===== src/pkg/lbam_pkg.sv =====
`default_nettype none
package lbam_pkg;
    // ----------------------------------------------------------------
    // register map
    // ----------------------------------------------------------------
    localparam logic [7:0] LBAM_ADDR_UPPER = 8'h5C;
    localparam logic [7:0] LBAM_ADDR_LOWER = 8'h5D;
    localparam logic [7:0] LBAM_ADDR_SIZE  = 8'h5E;
    localparam logic [7:0] LBAM_ADDR_LEAK  = 8'h5F;
    localparam logic [7:0] LBAM_ADDR_STAT  = 8'h70;
    localparam logic [7:0] LBAM_RST_UPPER  = 8'h06;
    localparam logic [7:0] LBAM_RST_LOWER  = 8'h04;
    localparam logic [7:0] LBAM_RST_SIZE   = 8'h08;
    localparam logic [7:0] LBAM_RST_LEAK   = 8'h01;
    localparam int         LBAM_LEAK_LSB   = 0;
    localparam int         LBAM_LEAK_W     = 2;
    // ----------------------------------------------------------------
    // timing
    // ----------------------------------------------------------------
    localparam longint     LBAM_CLK_HZ     = 100000000;
    localparam longint     LBAM_CYCLE_MS   = 128;
    localparam longint     LBAM_CYCLE_CLKS = LBAM_CLK_HZ / 1000 * LBAM_CYCLE_MS;
endpackage
`default_nettype wire


===== src/rtl/lbam_timebase.sv =====
`timescale 1ns/1ps
`default_nettype none
module lbam_timebase #(
    parameter int unsigned PERIOD = int'(lbam_pkg::LBAM_CYCLE_CLKS)
) (
    input  wire logic clk_sys,
    input  wire logic resetn,
    output var  logic tick
);
    logic [31:0] cnt_q;
    // free running divider, one pulse per monitoring cycle
    always_ff @(posedge clk_sys or negedge resetn) begin
        if (!resetn) begin
            cnt_q <= 32'h0;
            tick  <= 1'b0;
        end else if (cnt_q == PERIOD - 1) begin
            cnt_q <= 32'h0;
            tick  <= 1'b1;
        end else begin
            cnt_q <= cnt_q + 32'h1;
            tick  <= 1'b0;
        end
    end
endmodule
`default_nettype wire


===== src/rtl/lbam_monitor.sv =====
`timescale 1ns/1ps
`default_nettype none
// Operation
// - one observation per 128 ms cycle
// - bad cycle adds one to accumulator, up to size
// - leak one after 1/2/4/8 clean cycles
// - leak rate is fill rate divided
// - alarm clears at lower threshold
module lbam_monitor #(
    parameter int unsigned CYCLE_CLKS = int'(lbam_pkg::LBAM_CYCLE_CLKS)
) (
    input  wire logic       clk_sys,
    input  wire logic       resetn,
    input  wire logic       in_bad,
    input  wire logic       reg_wr,
    input  wire logic [7:0] reg_addr,
    input  wire logic [7:0] reg_wdata,
    output var  logic [7:0] reg_rdata,
    output var  logic [7:0] level,
    output var  logic       alarm
);
    // ----------------------------------------------------------------
    // input synchroniser
    // ----------------------------------------------------------------
    logic s1_q;
    logic s2_q;
    logic s3_q;
    logic bad_q;
    logic seen_q;
    always_ff @(posedge clk_sys or negedge resetn) begin
        if (!resetn) begin
            s1_q  <= 1'b0;
            s2_q  <= 1'b0;
            s3_q  <= 1'b0;
            bad_q <= 1'b0;
        end else begin
            s1_q <= in_bad;
            s2_q <= s1_q;
            s3_q <= s2_q;
            if (s2_q == s3_q) begin
                bad_q <= s3_q;
            end
        end
    end

    // ----------------------------------------------------------------
    // registers
    // ----------------------------------------------------------------
    logic [7:0] upper_q;
    logic [7:0] lower_q;
    logic [7:0] size_q;
    logic [1:0] leak_q;
    wire        wr_up   = reg_wr && (reg_addr == lbam_pkg::LBAM_ADDR_UPPER);
    wire        wr_lo   = reg_wr && (reg_addr == lbam_pkg::LBAM_ADDR_LOWER);
    wire        wr_sz   = reg_wr && (reg_addr == lbam_pkg::LBAM_ADDR_SIZE);
    wire        wr_lk   = reg_wr && (reg_addr == lbam_pkg::LBAM_ADDR_LEAK);
    always_ff @(posedge clk_sys or negedge resetn) begin
        if (!resetn) begin
            upper_q <= lbam_pkg::LBAM_RST_UPPER;
            lower_q <= lbam_pkg::LBAM_RST_LOWER;
            size_q  <= lbam_pkg::LBAM_RST_SIZE;
            leak_q  <= lbam_pkg::LBAM_RST_LEAK[1:0];
        end else begin
            if (wr_up) upper_q <= reg_wdata;
            if (wr_lo) lower_q <= reg_wdata;
            if (wr_sz) size_q  <= reg_wdata;
            if (wr_lk) leak_q  <= reg_wdata[1:0];
        end
    end

    // read mux, unused bits of leak register read as zero
    logic [7:0] rd_d;
    always_comb begin
        if (reg_addr == lbam_pkg::LBAM_ADDR_UPPER) rd_d = upper_q;
        else if (reg_addr == lbam_pkg::LBAM_ADDR_LOWER) rd_d = lower_q;
        else if (reg_addr == lbam_pkg::LBAM_ADDR_SIZE) rd_d = size_q;
        else if (reg_addr == lbam_pkg::LBAM_ADDR_LEAK) rd_d = {6'h00, leak_q};
        else if (reg_addr == lbam_pkg::LBAM_ADDR_STAT) rd_d = {7'h00, alarm};
        else rd_d = 8'h00;
    end
    always_ff @(posedge clk_sys or negedge resetn) begin
        if (!resetn) reg_rdata <= 8'h00;
        else reg_rdata <= rd_d;
    end

    // ----------------------------------------------------------------
    // monitoring cycle timebase
    // ----------------------------------------------------------------
    logic tick;
    lbam_timebase #(.PERIOD(CYCLE_CLKS)) u_tb (
        .clk_sys (clk_sys),
        .resetn  (resetn),
        .tick    (tick)
    );

    // ----------------------------------------------------------------
    // bucket
    // ----------------------------------------------------------------
    logic [2:0] clean_q;
    wire  [2:0] leak_last = 3'((4'h1 << leak_q) - 4'h1);
    // at or past the end, so a shorter rate written mid-run still leaks
    wire        leak_now  = tick && !seen_q && (clean_q >= leak_last);
    wire        fill_now  = tick && seen_q;
    logic [7:0] level_d;
    always_comb begin
        level_d = level;
        if (fill_now) begin
            if (level < size_q) level_d = level + 8'h01;
        end else if (leak_now) begin
            if (level != 8'h00) level_d = level - 8'h01;
        end
    end
    always_ff @(posedge clk_sys or negedge resetn) begin
        if (!resetn) begin
            seen_q  <= 1'b0;
            clean_q <= 3'h0;
            level   <= 8'h00;
            alarm   <= 1'b0;
        end else begin
            // latch any bad sample between ticks; a sample on the tick clock itself is dropped
            seen_q <= tick ? 1'b0 : (seen_q | bad_q);
            if (fill_now || leak_now) clean_q <= 3'h0;
            else if (tick) clean_q <= clean_q + 3'h1;
            level <= level_d;
            if (level_d >= upper_q) alarm <= 1'b1;
            else if (level_d <= lower_q) alarm <= 1'b0;
        end
    end
endmodule
`default_nettype wire


===== config.mk =====
export PLATFORM = sky130hd
export DESIGN_NAME = lbam_monitor
export DESIGN_NICKNAME = d
export VERILOG_FILES = /design/src/pkg/lbam_pkg.sv /design/src/rtl/lbam_timebase.sv /design/src/rtl/lbam_monitor.sv
export SDC_FILE = /design/constraint.sdc
export NUM_CORES = 1
export LEC_CHECK = 0
export BUFFER_PORTS_ARGS = -buffer_cell sky130_fd_sc_hd__buf_2
export CELL_PAD_IN_SITES_DETAIL_PLACEMENT = 0
export CELL_PAD_IN_SITES_GLOBAL_PLACEMENT = 2
export CORE_ASPECT_RATIO = 0.9
export CORE_MARGIN = 2
export CORE_UTILIZATION = 42
export DETAILED_ROUTE_END_ITERATION = 6
export PLACE_DENSITY = 0.93
export SKIP_LAST_GASP = 1
export SLEW_MARGIN = 20
export SYNTH_ARGS = -nofsm -noshare
export SYNTH_HDL_FRONTEND = slang
export SYNTH_SLANG_ARGS = --single-unit

===== constraint.sdc =====
create_clock -name clk_sys -period 5.05 [get_ports clk_sys]
set_input_delay 0.505 -clock clk_sys [delete_from_list [all_inputs] [get_ports clk_sys]]
set_output_delay 0.505 -clock clk_sys [all_outputs]
set_load 0.02 [all_outputs]

==> reports/metrics.yaml, run 1 <==
logic_synthesis:
  ys_seq_area_share_pct: 47.7
  synth_top_area_cell: "dfrtp_1"
  synth_ff_type: "dfrtp_1"
  yosys.area.top_type_share_pct: 44.7
  syn_nets: 488
  yosys_warnings: 0
  ys_top_cells_by_area: "dfrtp_1 45%, ha_1 8.5%, xnor2_1 3.6%"
  synth_cell_types: 56
  synthCells: 438
  synth_seq_cells: 84
  synth_commonest_cells: "79 x dfrtp_1, 38 x nand2_1, 37 x nor2_1"
  synth-edff-count: 0
  syn_area_sq_um: 4420
  syn_area_per_cell_sq_um: 10.1
  yosysMostFrequentCell: "dfrtp_1"
  synthArstFlopShare_pct: 100
timing:
  rsz0062_at_grt: "no"
  fin_crit_ps: 3450
  timing.fmax_mhz: 290
  tightest_slew_ps: 1020
  fin_skew_ps: 7.43
  slew_headroom_pct: 31.9
  hold_viol_final: 0
  period_share_pct: 68.3
  drv_slew: 0
  finalSetupTns_ps: 0
  setup_viol: 0
clock_network:
  post-cts-setup-buffer-count: 0
  cts-root-buf: "clkbuf_16"
  cts_inserted_buffers: 9
  path_clk_slew_ps: 60
  h-tree-depth: 3
  clockBufferDepth: 2
  cts_sinks: 84
  clk_latency_ps: 340
  cts_hold_buffers: 0
  cts_resized: 0
  cts_tree: "done"
power_and_ir_drop:
  p_per_area_nw_per_um2: 290
  p_leak_nw: 2.45
  ir_drop_mv: 0.238
  total_power_mw: 1.46
cells_and_area:
  diodes: 0
  layout.nets: 526
  areaGrowthSynthToFinish_pct: 13.7
  n_fill_cell: 993
  final_cell_area_sq_um: 5030
  drive_gt1_share_pct: 15.6
routing:
  drc: 0
  via_per_inst: 5.39
  drt-initial-drc-count: 178
  dr_total_vias: 3288
  routed_wl_um: 9450
  firstDrtPassIters: 4
  ant_nets: 0
  wl_per_cell_um: 15.5
critical_path:
  startpoint_type: "register"
  r2r-start: "leak_q[1]$_DFFE_PN0P_"
  worstPathArrival_ps: 3660
  cp_max_fo: 8
  cp.required_ps: 5270
  endpoint_kind: "register"
  crit_type: "reg2reg"
  r2r_end: "alarm$_DFFE_PN0P_"
  r2r_setup_slack_ps: 1600
  reg2reg_depth: 13
grt:
  gr-total-overflow: 0
  grt_max_degree: 85
  first_global_vias: 3201
  grt_usage_pct: 18.0
  antenna_found_initial: 1
  grt_pass1_wl_um: 16000
placed_design:
  post_dp_cell_area_sq_um: 4720
  dp_hpwl_um: 6830
  io_buffers: 36
  gp_congestion: 0.821
die:
  core-area_sq_um: 10200
  die_w_um: 112
  die_area_sq_um: 11400
  initial_core_util_pct: 43.2
  rows: 35
  num_io_pins: 37
  die_h_um: 101
status:
  status: "completed"
hold_path:
  hp-class: "in2async"
flow_run:
  maxCapViolCount: 0
## flip-flops by register name, indices dropped and copies added, names as in the netlist
register	flops
alarm	1
bad_q	1
clean_q	3
leak_q	2
level	8
lower_q	8
reg_rdata	8
s1_q	1
s2_q	1
s3_q	1
seen_q	1
size_q	8
u_tb.cnt_q	32
u_tb.tick	1
upper_q	8
## how the worst max path moves through the flow
stage,endpoint,from
after floorplan,alarm$_DFFE_PN0P_,level[0]$_DFF_PN0_
final,alarm$_DFFE_PN0P_,leak_q[1]$_DFFE_PN0P_
after global placement,alarm$_DFFE_PN0P_,leak_q[1]$_DFFE_PN0P_
after detailed placement,alarm$_DFFE_PN0P_,leak_q[1]$_DFFE_PN0P_
after CTS,alarm$_DFFE_PN0P_,leak_q[1]$_DFFE_PN0P_
after global routing,alarm$_DFFE_PN0P_,leak_q[1]$_DFFE_PN0P_
## per-layer routing
| metal | up-vias | share of wire [%] | GRT usage, % |
|---|---|---|---|
| met3 | 11 | 5.4 | 5.45 |
| met1 | 1589 | 44 | 22.5 |
| li1 | 1629 | - | - |
| met5 | - | 0 | 0 |
| met4 | 0 | 1.8 | 6.38 |
| met2 | 59 | 48 | 30.1 |
## report_power, final
| part | total [mW] | switching (mW) | internal, mW |
|---|---|---|---|
| clock network | 0.663 | 0.265 | 0.398 |
| registers | 0.707 | 0.0132 | 0.693 |
| logic | 0.0888 | 0.0551 | 0.0337 |
| total | 1.46 | 0.333 | 1.13 |
## cells in the final DEF (no fill, tap or decap), types with 3 or more instances in the layout
| cell | n |
|---|---|
| dfrtp_1 | 79 |
| nand2_1 | 38 |
| nor2_1 | 37 |
| buf_2 | 35 |
| inv_1 | 31 |
| ha_1 | 30 |
| o21ai_0 | 26 |
| nand3_1 | 20 |
| a21oi_1 | 18 |
| xnor2_1 | 18 |
| xor2_1 | 13 |
| mux2_2 | 12 |
| clkbuf_16 | 9 |
| and3_1 | 8 |
| nor3_1 | 8 |
| nand4_1 | 8 |
| a21o_1 | 7 |
| mux2i_1 | 7 |
| nor2b_1 | 6 |
| nor4_1 | 5 |
| dfstp_2 | 5 |
| or3_1 | 4 |
| a31oi_1 | 3 |
| or4_1 | 3 |
| and2_1 | 3 |
| and4_1 | 3 |
## metrics by stage
step,utilization [%],cells,worst slack [ps],hold WS (ps)
floorplan,-,438,1920,209
global placement,46.1,594,1760,333
detailed placement,46.1,594,1670,345
CTS,49.0,610,1640,261
global route,49.1,610,1490,268
finish,49.1,610,1600,202
## final cells by class
class | count | area, sq um | share of cell area [%]
Clock buffer | 11 | 243 | 4.83
Clock inverter | 5 | 60.1 | 1.19
Inverter | 31 | 116 | 2.31
Multi-Input combinational cell | 314 | 2150 | 42.8
Sequential cell | 84 | 2110 | 41.9
Tap cell | 129 | 161 | 3.21
Timing Repair Buffer | 36 | 186 | 3.71
## kinds of logic (layout without fill, tap and decap cells)
group / Yosys count / count (layout) / share of synthesized area [%]
multiplexers: 20 / 20 / 5.15
adder cells (fa/ha/maj): 31 / 31 / 8.72
XOR/XNOR: 31 / 31 / 6.14
AO/OA/AOI/OAI: 74 / 74 / 10.4
AND/OR/NAND/NOR: 158 / 158 / 18.3
buffers and inverters: 40 / 83 / 3.62
flip-flops: 84 / 84 / 47.7
## worst max-delay path, stage by stage, from the launching register on
cell,delay [ps]
dfrtp_1,400
or2_2,280
ha_1,280
nor2b_1,50
o21a_1,280
nor3_1,530
a221oi_1,170
a21oi_1,280
ha_1,300
a21oi_1,130
o21ai_0,100
a21oi_1,140
o21ai_0,90
a211o_1,290
Power figures use the tool's default switching activity.
==> inputs of run 2 (changes only) <==
CORE_UTILIZATION = 39   (was 42)
PLACE_DENSITY = 0.88   (was 0.93)
clock period = 3.22 ns   (was 5.05 ns; I/O delays follow)
==> run 2 against run 1 <==
Critical path type unchanged. Design area increased by 8.7%. Final cell count increased by 8.7%. Core utilization increased by 0.87 points. Sequential power increased by 57%. Largest cell class unchanged. Wire length increased by 8.8%. First-iteration DRC count increased by 9.6%. Sequential share of layout area decreased by 3.4 points. Die area increased by 7.4%.
==> reports/metrics.yaml, run 2 (same netlist as run 1, synthesis figures left out) <==
critical_path:
  worstPathArrival_ps: 3350  # -310 ps
  crit_start: "leak_q[0]$_DFFE_PN1P_"
  endpoint_kind: "register"
  r2r_setup_slack_ps: 90  # -1520 ps
  crit_type: "reg2reg"
  r2r_end: "alarm$_DFFE_PN0P_"
  slowest_stage: "dfstp_2"
  critPathMaxStageDelay_ps: 390  # -140 ps
  worstPathCellList: "or2_4 -> ha_4 -> nor2b_2 -> o21a_4 -> buf_6 -> or3_4 -> or3_1 -> o211ai_1 -> ha_2 -> nand4_1 -> a21o_1 -> a21oi_2 -> a211o_1"
  r2r-start: "leak_q[0]$_DFFE_PN1P_"
  cp_max_fo: 5  # -3
  startpoint_type: "register"
  cp.required_ps: 3440  # -1830 ps
  reg2reg_depth: 13  # unchanged
placed_design:
  dp_hpwl_um: 7370  # +7.9%
  io_buffers: 36  # unchanged
  gp_congestion: 0.777  # -5.3%
  placed_cells: 641  # +7.9%
  post_dp_cell_area_sq_um: 4930  # +4.4%
grt:
  grt_usage_pct: 17.4  # -0.59 points
  grt_pass1_wl_um: 16700  # +4.5%
  first_global_vias: 3372  # +5.3%
  gr-total-overflow: 0  # unchanged
  antenna_found_initial: 0  # -1
  grt_max_degree: 62  # -27%
routing:
  ant_nets: 0  # unchanged
  wl_per_cell_um: 15.5  # +0.12%
  via_per_inst: 5.24  # -2.7%
  dr_total_vias: 3477  # +5.7%
  drt-initial-drc-count: 195  # +9.6%
  drc: 0  # unchanged
  firstDrtPassIters: 6  # +2
  routed_wl_um: 10300  # +8.8%
power_and_ir_drop:
  power_frac_clock_pct: 46.6  # +1.1 points
  power_switching_mw: 0.523  # +57%
  p_int_mw: 1.85  # +65%
  p_leak_nw: 2.65  # +8.2%
  p_per_area_nw_per_um2: 435  # +50%
  p_seq_share_pct: 46.7  # -1.7 points
  switching_share_pct: 22.0  # -0.82 points
  ir_drop_mv: 0.299  # +26%
  combPwrFrac_pct: 6.8  # +0.7 points
clock_network:
  clk_latency_ps: 330  # about the same
  h-tree-depth: 3  # unchanged
  cts-root-buf: "clkbuf_16"
  cts_hold_buffers: 0  # unchanged
  clockBufferDepth: 2  # unchanged
  path_clk_slew_ps: 60  # about the same
  cts_sinks: 84  # unchanged
  cts_inserted_buffers: 9  # unchanged
  cts_tree: "done"
cells_and_area:
  diodes: 0  # unchanged
  final_cell_area_sq_um: 5470  # +8.7%
  multiInputGateArea_sq_um: 2330  # +8.1%
  n_fill_cell: 1030  # +3.7%
  areaGrowthSynthToFinish_pct: 23.6
  final_common_cell: "dfrtp_1"
  largest_reg_flops: 32  # unchanged
  register_area_sq_um: 2110  # unchanged
  final_core_util_pct: 49.9  # +0.87 points
  layout.nets: 556  # +5.7%
  final_cells: 663  # +8.7%
  largest-register: "u_tb.cnt_q"
  drive_gt1_share_pct: 25.6  # +10 points
  final_cell_mix: "79 x dfrtp_1, 37 x nor2_1, 36 x nand2_1"
die:
  core-area_sq_um: 10900  # +6.8%
  die_area_sq_um: 12200  # +7.4%
  die_h_um: 105  # +3.6%
  initial_core_util_pct: 40.4  # -2.8 points
  rows: 36  # +2.9%
  num_io_pins: 37  # unchanged
  die_w_um: 116  # +3.6%
timing:
  whs_ps: 67.6  # -135 ps
  hold_viol_final: 0  # unchanged
  period_share_pct: 97.4  # +29 points
  rsz0062_at_grt: "yes"
  fin_crit_ps: 3130  # -313 ps
  slew_headroom_pct: 45.0  # +13 points
  timing.fmax_mhz: 319  # +10%
  drv_slew: 0  # unchanged
  finalSetupTns_ps: 0  # unchanged
  tightest_slew_ps: 822  # -196 ps
  setup_viol: 0  # unchanged
  fin_skew_ps: 8.46  # +1.03 ps
hold_path:
  hp-class: "in2async"
status:
  status: "completed"
flow_run:
  maxCapViolCount: 0  # unchanged
-- run 2: worst max-delay path, delay by kind of cell (launching register included) --
family                   cells  cell delay (ps)
flip-flops                   1              390
adder cells (fa/ha/maj)      2              620
buffers and inverters        1              130
AND/OR/NAND/NOR              5             1070
AO/OA/AOI/OAI                5              810
-- run 2: area by class of cell --
class | instances | area share [%]
clock buffers | 12 | 4.51
clock inverters | 4 | 1.35
inverters | 31 | 2.13
multi-input cells | 315 | 42.6
flip-flops and latches | 84 | 38.6
well taps | 152 | 3.48
repair buffers | 65 | 7.39
-- run 2: per-stage QoR --
step / power [mW] / setup WS [ps]
floorplan: 1.20 / 93.2
global placement: 1.27 / -67.1
detailed placement: 1.28 / -91.0
CTS: 2.39 / 13.3
global route: 2.48 / -16.9
finish: 2.38 / 85.2
-- run 2: worst max-delay path by stage --
stage                        end  slack [ps]  cells past startpoint
2_1_floorplan  alarm$_DFFE_PN0P_          90                     13
3_3_place_gp   alarm$_DFFE_PN0P_         -70                     13
3_5_place_dp   alarm$_DFFE_PN0P_         -90                     13
4_1_cts        alarm$_DFFE_PN0P_          10                     13
5_1_grt        alarm$_DFFE_PN0P_         -20                     13
6_report       alarm$_DFFE_PN0P_          90                     13
-- run 2: metal layers --
layer	up-vias	part of all wire (%)	GRT usage, %
met5	-	0	0
met4	0	1.2	4.17
met3	13	4.2	4.64
met2	73	50	28.9
met1	1707	44	22.7
li1	1684	-	-
-- run 2: power by group through the flow --
stage | Sequential, mW | Combinational (mW) | Clock, mW
global route | 1.11 | 0.184 | 1.18
floorplan | 1.12 | 0.0735 | 0
detailed placement | 1.13 | 0.149 | 0
CTS | 1.11 | 0.152 | 1.13
global placement | 1.13 | 0.147 | 0
finish | 1.11 | 0.161 | 1.11
-- run 2: repair_timing --
action	in CTS	in global routing
gates resized for setup	3	34
buffers inserted	1	4
pin swaps	4	12
cloned	0	1
endpoints found under the setup margin	1	1
